### src/core/slpt_pkg.sv
// Summary of operation
// RULE1: Directory entry address from pointer base, GPA 29:21
// RULE2: Bit 7 set maps 2-MByte page
// RULE3: Bit 7 clear continues to leaf table
// RULE4: Leaf entry address from directory base, GPA 20:12
// RULE5: Present leaf maps 4-KByte page
// RULE6: Bits 2:0 zero means not present
// RULE7: Not-present entry gives translation violation
// RULE8: Exception only if control set, bit 63 clear
// RULE9: Map entry bits 0-2 grant read/write/fetch
// RULE10: Map entry memory type 5:3, bit 6 ignore-attribute
// RULE11: Bits 8/9 accessed/dirty only when root bit 6
// RULE12: 2-MByte entry reserved 20:12 and 51:N
// RULE13: Table directory entry reserved 6:3 and 51:N
// RULE14: Table directory entry permissions cover whole region
// RULE15: Table directory bit 8 accessed when enabled
// RULE16: Field split parameterised by physical width N
// RULE17: Pointer entry bits 51:12 give directory base
// RULE18: Present entry with reserved bit is misconfiguration
// RULE19: Write-only or write-execute permission is misconfiguration
// RULE20: Final memory type 2, 3, 7 is misconfiguration
// RULE21: Fetch holds address until accepted, awaits entry
// RULE22: Combined permissions refusing access give violation
`default_nettype none
package slpt_pkg;
	// ****************************************
	// Register byte offsets
	// ****************************************
	localparam logic [11:0] OFS_CTRL = 12'h000;
	localparam logic [11:0] OFS_ROOT = 12'h004;
	localparam logic [11:0] OFS_GPA_LO = 12'h008;
	localparam logic [11:0] OFS_GPA_HI = 12'h00C;
	localparam logic [11:0] OFS_PTR_LO = 12'h010;
	localparam logic [11:0] OFS_PTR_HI = 12'h014;
	localparam logic [11:0] OFS_STATUS = 12'h018;
	localparam logic [11:0] OFS_OUT_LO = 12'h01C;
	localparam logic [11:0] OFS_OUT_HI = 12'h020;
	localparam logic [11:0] OFS_ATTR = 12'h024;
	// ****************************************
	// Field positions
	// ****************************************
	localparam int CTRL_START = 0;
	localparam int CTRL_ACC_LSB = 1;
	localparam int CTRL_VE_EN = 4;
	localparam int ROOT_AD_BIT = 6;
	localparam int E_MT_LSB = 3;
	localparam int E_IPAT_BIT = 6;
	localparam int E_MAP_BIT = 7;
	localparam int E_ACC_BIT = 8;
	localparam int E_DIRTY_BIT = 9;
	localparam int E_SVE_BIT = 63;
	// ****************************************
	// Reset values and encodings
	// ****************************************
	localparam logic [31:0] RST_WORD = 32'h0000_0000;
	localparam logic [63:0] RST_DWORD = 64'h0000_0000_0000_0000;
	localparam logic [2:0] PERM_WO = 3'h2;
	localparam logic [2:0] PERM_WX = 3'h6;
	// Walker states
	typedef enum logic [2:0] {
		ST_IDLE = 3'b000,
		ST_DIR_REQ = 3'b001,
		ST_DIR_WAIT = 3'b010,
		ST_DIR_CHK = 3'b011,
		ST_LEAF_REQ = 3'b100,
		ST_LEAF_WAIT = 3'b101,
		ST_LEAF_CHK = 3'b110
	} walk_state_t;
endpackage
`default_nettype wire

### src/core/entry_dec_if.sv
`default_nettype none
// Entry under test and its decoded fields
interface entry_dec_if;
	logic [63:0] entry;  // Fetched entry
	logic at_dir;        // Entry is a directory entry
	logic ad_on;         // Accessed/dirty tracking enabled
	logic present;       // Bits 2:0 not all zero
	logic is_map;        // Entry maps a page
	logic [2:0] perm;    // Read, write, fetch
	logic [2:0] mtype;   // Memory type
	logic ipat;          // Ignore guest attribute table type
	logic sve;           // Suppress exception
	logic acc;           // Accessed flag
	logic dirty;         // Dirty flag
	logic misconf;       // Unsupported value
	modport walker(output entry, at_dir, ad_on,
		input present, is_map, perm, mtype, ipat, sve, acc, dirty, misconf);
	modport decoder(input entry, at_dir, ad_on,
		output present, is_map, perm, mtype, ipat, sve, acc, dirty, misconf);
endinterface
`default_nettype wire

### src/core/second_level_pde_pte_walker.sv
`default_nettype none
// Lower walk levels of second-level translation, APB controlled
module second_level_pde_pte_walker #(
	parameter int PA_WIDTH = 52
) (
	input wire logic pclk,
	input wire logic presetn,
	input wire logic psel,
	input wire logic penable,
	input wire logic pwrite,
	input wire logic [11:0] paddr,
	input wire logic [31:0] pwdata,
	output logic [31:0] prdata,
	output logic pready,
	output logic pslverr,
	output logic mem_req_valid,
	output logic [63:0] mem_req_addr,
	input wire logic mem_req_ready,
	input wire logic mem_rsp_valid,
	input wire logic [63:0] mem_rsp_data,
	output logic walk_busy,
	output logic walk_done
);
	// ****************************************
	// Software state
	// ****************************************
	logic [3:1] acc_req;        // Requested read, write, fetch
	logic ve_en;                // Violation-to-exception control
	logic [31:0] root;          // Walk root pointer low word
	logic [63:0] gpa;           // Guest-physical address
	logic [63:0] ptr;           // Pointer-level entry
	// ****************************************
	// Walk state and results
	// ****************************************
	slpt_pkg::walk_state_t state;
	logic [63:0] entry;         // Latched fetched entry
	logic [2:0] perm_acc;       // Permissions of levels above
	logic [63:0] out_addr;      // Final physical address
	logic viol;                 // Translation violation
	logic misconf;              // Misconfiguration
	logic ve;                   // Converted to exception
	logic page_2m;              // Mapped a 2-MByte page
	logic fault_leaf;           // Walk ended at leaf level
	logic [2:0] res_perm;       // Effective permissions
	logic [2:0] res_mt;         // Final memory type
	logic res_ipat;             // Ignore attribute table
	logic res_acc;              // Accessed seen
	logic res_dirty;            // Dirty seen
	logic res_sve;              // Suppress bit of last entry

	// ****************************************
	// APB decode
	// ****************************************
	wire logic setup_acc = psel && penable && !pready;  // Access, answer pending
	wire logic wr_fire = psel && penable && pready && pwrite;
	wire logic sel_ctrl = paddr == slpt_pkg::OFS_CTRL;
	wire logic sel_root = paddr == slpt_pkg::OFS_ROOT;
	wire logic sel_glo = paddr == slpt_pkg::OFS_GPA_LO;
	wire logic sel_ghi = paddr == slpt_pkg::OFS_GPA_HI;
	wire logic sel_plo = paddr == slpt_pkg::OFS_PTR_LO;
	wire logic sel_phi = paddr == slpt_pkg::OFS_PTR_HI;
	wire logic sel_stat = paddr == slpt_pkg::OFS_STATUS;
	wire logic sel_olo = paddr == slpt_pkg::OFS_OUT_LO;
	wire logic sel_ohi = paddr == slpt_pkg::OFS_OUT_HI;
	wire logic sel_attr = paddr == slpt_pkg::OFS_ATTR;
	wire logic hit = sel_ctrl || sel_root || sel_glo || sel_ghi || sel_plo ||
		sel_phi || sel_stat || sel_olo || sel_ohi || sel_attr;
	// Start is ignored while a walk is running
	wire logic start = wr_fire && sel_ctrl && pwdata[slpt_pkg::CTRL_START] &&
		state == slpt_pkg::ST_IDLE;
	wire logic ad_on = root[slpt_pkg::ROOT_AD_BIT];  // RULE11 RULE15

	// Status and attribute words
	wire logic [31:0] stat_word = {25'h0, fault_leaf, page_2m, ve, misconf, viol,
		walk_done, walk_busy};
	wire logic [31:0] attr_word = {20'h0, res_sve, res_dirty, res_acc, res_ipat,
		1'b0, res_mt, 1'b0, res_perm};
	wire logic [31:0] ctrl_word = {27'h0, ve_en, acc_req, 1'b0};
	wire logic [31:0] rd_mux =
		sel_ctrl ? ctrl_word :
		sel_root ? root :
		sel_glo ? gpa[31:0] :
		sel_ghi ? gpa[63:32] :
		sel_plo ? ptr[31:0] :
		sel_phi ? ptr[63:32] :
		sel_stat ? stat_word :
		sel_olo ? out_addr[31:0] :
		sel_ohi ? out_addr[63:32] :
		sel_attr ? attr_word : slpt_pkg::RST_WORD;

	// ****************************************
	// Entry decode
	// ****************************************
	entry_dec_if dec ();
	assign dec.entry = entry;
	assign dec.at_dir = state == slpt_pkg::ST_DIR_CHK;
	assign dec.ad_on = ad_on;
	entry_decoder #(.PA_WIDTH(PA_WIDTH)) u_dec (.d(dec));

	// ****************************************
	// Address formation
	// ****************************************
	// Directory entry address from pointer entry base
	wire logic [63:0] dir_addr = {12'h0, ptr[51:12], gpa[29:21], 3'h0};  // RULE1 RULE17
	// Leaf entry address from directory entry base
	wire logic [63:0] leaf_addr = {12'h0, entry[51:12], gpa[20:12], 3'h0};  // RULE3 RULE4
	wire logic [63:0] map2m = {12'h0, entry[51:21], gpa[20:0]};  // RULE2
	wire logic [63:0] map4k = {12'h0, entry[51:12], gpa[11:0]};  // RULE5
	// Permissions including the entry under check
	wire logic [2:0] next_perm = perm_acc & dec.perm;  // RULE14
	wire logic perm_deny = |(acc_req & ~next_perm);  // RULE22
	wire logic chk = state == slpt_pkg::ST_DIR_CHK || state == slpt_pkg::ST_LEAF_CHK;
	// Not present, or present but refusing the access
	wire logic next_viol = !dec.present || perm_deny;  // RULE6 RULE7
	wire logic finish = chk && (!dec.present || dec.misconf || dec.is_map);

	// ****************************************
	// APB answer: one wait state per access
	// ****************************************
	always_ff @(posedge pclk or negedge presetn) begin
		if (!presetn) begin
			pready <= 1'b0;
			prdata <= slpt_pkg::RST_WORD;
			pslverr <= 1'b0;
		end else begin
			pready <= setup_acc;
			prdata <= setup_acc ? rd_mux : slpt_pkg::RST_WORD;
			pslverr <= setup_acc && !hit;
		end
	end

	// ****************************************
	// Software registers
	// ****************************************
	always_ff @(posedge pclk or negedge presetn) begin
		if (!presetn) begin
			acc_req <= 3'h0;
			ve_en <= 1'b0;
			root <= slpt_pkg::RST_WORD;
		end else if (wr_fire && sel_ctrl) begin
			acc_req <= pwdata[slpt_pkg::CTRL_ACC_LSB +: 3];
			ve_en <= pwdata[slpt_pkg::CTRL_VE_EN];
		end else if (wr_fire && sel_root) begin
			root <= pwdata;
		end
	end

	// Address and pointer entry words
	always_ff @(posedge pclk or negedge presetn) begin
		if (!presetn) begin
			gpa <= slpt_pkg::RST_DWORD;
			ptr <= slpt_pkg::RST_DWORD;
		end else if (wr_fire) begin
			if (sel_glo) gpa[31:0] <= pwdata;
			if (sel_ghi) gpa[63:32] <= pwdata;
			if (sel_plo) ptr[31:0] <= pwdata;
			if (sel_phi) ptr[63:32] <= pwdata;
		end
	end

	// ****************************************
	// Walk sequencer
	// ****************************************
	always_ff @(posedge pclk or negedge presetn) begin
		if (!presetn) begin
			state <= slpt_pkg::ST_IDLE;
			mem_req_valid <= 1'b0;
			mem_req_addr <= slpt_pkg::RST_DWORD;
			entry <= slpt_pkg::RST_DWORD;
			perm_acc <= 3'h0;
		end else begin
			case (state)
				// Launch directory fetch
				slpt_pkg::ST_IDLE: begin
					if (start) begin
						mem_req_valid <= 1'b1;
						mem_req_addr <= dir_addr;  // RULE1
						perm_acc <= ptr[2:0];
						state <= slpt_pkg::ST_DIR_REQ;
					end
				end
				// Hold request until accepted
				slpt_pkg::ST_DIR_REQ: begin
					if (mem_req_ready) begin
						mem_req_valid <= 1'b0;  // RULE21
						state <= slpt_pkg::ST_DIR_WAIT;
					end
				end
				// Wait for returned entry
				slpt_pkg::ST_DIR_WAIT: begin
					if (mem_rsp_valid) begin
						entry <= mem_rsp_data;  // RULE21
						state <= slpt_pkg::ST_DIR_CHK;
					end
				end
				// Map, fault, or descend
				slpt_pkg::ST_DIR_CHK: begin
					if (finish) begin
						state <= slpt_pkg::ST_IDLE;
					end else begin
						mem_req_valid <= 1'b1;
						mem_req_addr <= leaf_addr;  // RULE3 RULE4
						perm_acc <= next_perm;  // RULE14
						state <= slpt_pkg::ST_LEAF_REQ;
					end
				end
				// Hold leaf request until accepted
				slpt_pkg::ST_LEAF_REQ: begin
					if (mem_req_ready) begin
						mem_req_valid <= 1'b0;  // RULE21
						state <= slpt_pkg::ST_LEAF_WAIT;
					end
				end
				// Wait for leaf entry
				slpt_pkg::ST_LEAF_WAIT: begin
					if (mem_rsp_valid) begin
						entry <= mem_rsp_data;
						state <= slpt_pkg::ST_LEAF_CHK;
					end
				end
				// Leaf always finishes the walk
				slpt_pkg::ST_LEAF_CHK: begin
					state <= slpt_pkg::ST_IDLE;
				end
				default: begin
					state <= slpt_pkg::ST_IDLE;
					mem_req_valid <= 1'b0;
				end
			endcase
		end
	end

	// ****************************************
	// Busy and done indication
	// ****************************************
	always_ff @(posedge pclk or negedge presetn) begin
		if (!presetn) begin
			walk_busy <= 1'b0;
			walk_done <= 1'b0;
		end else begin
			walk_busy <= start || (walk_busy && !finish);
			// Done holds until the next start
			walk_done <= finish || (walk_done && !start);
		end
	end

	// ****************************************
	// Result capture
	// ****************************************
	always_ff @(posedge pclk or negedge presetn) begin
		if (!presetn) begin
			out_addr <= slpt_pkg::RST_DWORD;
			viol <= 1'b0;
			misconf <= 1'b0;
			ve <= 1'b0;
			page_2m <= 1'b0;
			fault_leaf <= 1'b0;
		end else if (start) begin
			out_addr <= slpt_pkg::RST_DWORD;
			viol <= 1'b0;
			misconf <= 1'b0;
			ve <= 1'b0;
			page_2m <= 1'b0;
			fault_leaf <= 1'b0;
		end else if (finish) begin
			// Misconfiguration takes priority over violation
			misconf <= dec.misconf;  // RULE18 RULE19 RULE20
			viol <= !dec.misconf && next_viol;  // RULE7 RULE22
			ve <= !dec.misconf && next_viol && ve_en && !dec.sve;  // RULE8
			fault_leaf <= state == slpt_pkg::ST_LEAF_CHK;
			// Address formed only for a usable mapping
			if (!dec.misconf && !next_viol) begin
				page_2m <= state == slpt_pkg::ST_DIR_CHK;
				out_addr <= (state == slpt_pkg::ST_DIR_CHK) ? map2m : map4k;  // RULE2 RULE5
			end
		end
	end

	// Page attributes of the final entry
	always_ff @(posedge pclk or negedge presetn) begin
		if (!presetn) begin
			res_perm <= 3'h0;
			res_mt <= 3'h0;
			res_ipat <= 1'b0;
			res_acc <= 1'b0;
			res_dirty <= 1'b0;
			res_sve <= 1'b0;
		end else if (finish) begin
			res_perm <= next_perm;  // RULE9
			res_mt <= dec.mtype;  // RULE10
			res_ipat <= dec.ipat;  // RULE10
			res_acc <= dec.acc;  // RULE11
			res_dirty <= dec.dirty;  // RULE11
			res_sve <= dec.sve;
		end
	end
endmodule
`default_nettype wire

### src/core/entry_decoder.sv
`default_nettype none
// Combinational decode of one directory or leaf entry
module entry_decoder #(
	parameter int PA_WIDTH = 52
) (
	entry_dec_if.decoder d
);
	// ****************************************
	// Field extraction
	// ****************************************
	wire logic [2:0] perm = d.entry[2:0];  // RULE9 RULE14
	wire logic present = |perm;  // RULE6
	wire logic map_bit = d.entry[slpt_pkg::E_MAP_BIT];
	// Leaf entries always map; bit 7 ignored there
	wire logic is_map = d.at_dir ? map_bit : 1'b1;  // RULE2 RULE3
	wire logic [2:0] mtype = d.entry[slpt_pkg::E_MT_LSB +: 3];  // RULE10
	// Address bits at or above the physical width
	wire logic hi_rsv = |(d.entry[51:0] >> PA_WIDTH);  // RULE16
	// Level-specific reserved fields
	wire logic lvl_rsv = d.at_dir &&
		(map_bit ? |d.entry[20:12] : |d.entry[6:3]);  // RULE12 RULE13
	wire logic bad_perm = perm == slpt_pkg::PERM_WO ||
		perm == slpt_pkg::PERM_WX;  // RULE19
	wire logic bad_mt = is_map && (mtype == 3'h2 || mtype == 3'h3 ||
		mtype == 3'h7);  // RULE20
	// ****************************************
	// Outputs
	// ****************************************
	assign d.present = present;
	assign d.is_map = is_map;
	assign d.perm = perm;
	assign d.mtype = mtype;
	assign d.ipat = is_map && d.entry[slpt_pkg::E_IPAT_BIT];
	assign d.sve = d.entry[slpt_pkg::E_SVE_BIT];
	// Flags ignored unless tracking enabled
	assign d.acc = d.ad_on && d.entry[slpt_pkg::E_ACC_BIT];  // RULE11 RULE15
	assign d.dirty = d.ad_on && is_map && d.entry[slpt_pkg::E_DIRTY_BIT];  // RULE11
	// Not-present entries never misconfigure
	assign d.misconf = present && (hi_rsv || lvl_rsv || bad_perm || bad_mt);  // RULE18
endmodule
`default_nettype wire

### config.mk
export PLATFORM = sky130hd
export DESIGN_NAME = second_level_pde_pte_walker
export DESIGN_NICKNAME = d
export VERILOG_FILES = /design/src/core/slpt_pkg.sv /design/src/core/entry_dec_if.sv /design/src/core/second_level_pde_pte_walker.sv /design/src/core/entry_decoder.sv
export SDC_FILE = /design/constraint.sdc
export NUM_CORES = 1
export LEC_CHECK = 0
export BUFFER_PORTS_ARGS = -buffer_cell sky130_fd_sc_hd__buf_2
export CAP_MARGIN = 5
export CORE_MARGIN = 2
export CORE_UTILIZATION = 53
export DETAILED_ROUTE_END_ITERATION = 7
export PLACE_DENSITY_LB_ADDON = 0.1
export SYNTH_ARGS = -nofsm -noshare
export SYNTH_HDL_FRONTEND = slang
export SYNTH_HIERARCHICAL = 1
export SYNTH_SLANG_ARGS = --single-unit
### constraint.sdc
create_clock -name pclk -period 3.1 [get_ports pclk]
set_clock_uncertainty 0.1 [all_clocks]
set_input_delay 0.775 -clock pclk [delete_from_list [all_inputs] [get_ports pclk]]
set_output_delay 0.775 -clock pclk [all_outputs]
set_load 0.02 [all_outputs]
==> flow_summary_export.csv <==
group,metric,value,unit
run_status,status,"finished, final reports clean",
critical_path,crit_family,"simple AND/OR/NAND/NOR gates",
critical_path,reg2reg_to,"res_mt[0]",
run,cap_violations,0,
critical_path,startpoint_type,"register",
yosys,synthesis.area,16900,um^2
placed_design,dp.cells,2089,
finish,postLayoutCoreUtil,0.6471,
clock_tree,clk_latency,540,ps
yosys,synth_warnings,6,
detailed_routing,via_count,13180,
placed_design,placed_area,18940,um^2
detailed_routing,routed.top_layer,"met5",
sta,final-max-slew-violation-count,0,
detailed_routing,antenna_left,0,
clock_tree,cts_sinks,374,
floorplanning,die_w,182.6,um
finish,final_cell_mix,"374 x dfrtp_1, 212 x mux2_2, 186 x buf_2",
critical_path,path_max_fanout,19,
grt,grt_pass1_vias,12670,
grt,grt_max_degree,75,
finish,layout.nets,1847,
finish,layout-drive-gt1-share,0.3560,
grt,grt_util_all_layers,0.3086,
sta,setup_violations,0,
placed_design,place_congestion,0.9440,
critical_path,ff2ff_path_depth,9,
sta,slew_headroom,0.5813,
detailed_routing,wire_per_inst,23.78,um
grt,grt.overflow.total,0,
pwr,irDropWorstVdd,0.4847,mV
critical_path,required,3410,ps
floorplanning,num_rows,65,
critical_path,worst-path-buf-inv,3,
clock_tree,cts_buffer_depth,3,
sta,clock.fmax,0.3359,GHz
clock_tree,cts_tree,"yes",
finish,fill_cells,2488,
critical_path,end_kind,"register",
critical_path,crit_arrival,3280,ps
detailed_routing,drt-total-wl,51560,um
floorplanning,core-area,31470,um^2
placed_design,port_buffers,187,
worst_hold_path,min_path_type,"in -> async",
critical_path,reg2reg_slack,120,ps
floorplanning,io_pins,216,
clock_tree,numCtsBuffers,40,
critical_path,cpMostUsedCell,"buf_4",
floorplanning,die-area,33340,um^2
grt,antenna_found_initial,3,
critical_path,cpMaxStageDelayCell,"or3b_2",
pwr,power_per_cell_area,748.4,nW/um^2
detailed_routing,wl_met2,23520,um
detailed_routing,drt_iter0_drc,1205,
sta,rsz0062_at_grt,"false",
critical_path,slowest_delay,500,ps
finish,final_common_cell,"dfrtp_1",
finish,design_area,20370,um^2
floorplanning,start_util,0.5371,
critical_path,reg2reg_from,"dec.entry[7]",
sta,worstMarginPinSlew,628.1,ps
critical_path,crit_chain,"o41ai_2, buf_4, a31oi_1, buf_4, o31a_1, or3b_2, nand3_1, buf_4, mux2_2",
clock_tree,clockRootBuffer,"clkbuf_16",
floorplanning,die-height,182.6,um
yosys,syn_inst,1485,
sta,tns,0,ps
clock_tree,cts.clk_slew.worst_paths,60,ps
finish,fin_cells,2168,
detailed_routing,vias_per_cell,6.078,
detailed_routing,post-route-drc-count,0,
detailed_routing,first_pass_iters,7,
pwr,p_leak,0.009590,uW
sta,worst_slack,123.1,ps
grt,grt_pass1_wl,78200,um
sta,hold_violations,0,
placed_design,place_hpwl,35930,um
critical_path,crit_type,"reg -> reg",
sta,period_minus_slack,2977,ps
detailed_routing,wl_met1,22530,um
finish,area_growth,20.49,%
clock_tree,htree_levels,2,
sta,min_period_over_period,0.9603,
detailed_routing,wl_met3,3993,um
placed_design,place_ws,-198.8,ps
yosys,synth.avg_cell_area,11.38,um^2
==> worst max path at each step <==
stage / to / from / slack [ps] / cells past startpoint
floorplan: res_perm[0] / state[2] / 70 / 13
global placement: out_addr[43] / state[2] / -140 / 14
detailed placement: out_addr[37] / state[2] / -200 / 14
CTS: out_addr[37] / dec.entry[14] / 120 / 11
global route: perm_acc[2] / dec.entry[16] / 40 / 13
finish: res_mt[0] / dec.entry[7] / 120 / 9
==> layer usage <==
layer  vias to the layer above  GRT usage
li1                       5798          -
met5                         -          0
met3                       108    0.04909
met1                      6650     0.4510
met4                         4    0.08581
met2                       618     0.4812
==> layout make-up <==
cell class | instances | area, um^2 | area share
clock buffer | 64 | 1222 | 0.06002
tap | 402 | 503.0 | 0.02469
antenna | 2 | 5.005 | 0.0002457
inverter | 11 | 41.29 | 0.002027
clock inverter | 10 | 137.6 | 0.006757
timing repair buffer | 312 | 2085 | 0.1023
multi-input combinational | 993 | 7015 | 0.3444
sequential | 374 | 9359 | 0.4595
==> metrics by stage <==
step / power [uW] / hold WS, ps
after floorplan: 8743 / 339.1
after global placement: 10180 / 352.3
after detailed placement: 10310 / 363.8
after CTS: 15260 / 156.3
after global routing: 15890 / 170.0
final: 15240 / 112.6
==> state kept, by name, indices dropped and copies added, names as in the netlist, 32 cells and up <==
register,count
dec.entry,51
gpa,64
mem_req_addr,49
out_addr,52
prdata,32
ptr,64
root,32
==> where the power goes <==
group / leakage, uW / switching (uW) / internal, uW
logic: 0.00417 / 1930 / 1580
registers: 0.00475 / 862 / 5940
clock network: 0.000662 / 1970 / 2960
total: 0.00959 / 4760 / 10500
==> repair_timing <==
item,CTS,global route
hold buffers,0,0
buffers inserted,2,0
cloned,0,1
endpoints found under the setup margin,50,10
pin swaps,1,0
gates resized for setup,0,1
==> worst reg2reg max path, cell delays in order (launching register included) <==
cell	delay (ps)
dfrtp_1	420
o41ai_2	340
buf_4	150
a31oi_1	30
buf_4	160
o31a_1	290
or3b_2	500
nand3_1	170
buf_4	310
mux2_2	380
Power figures use the tool's default switching activity.
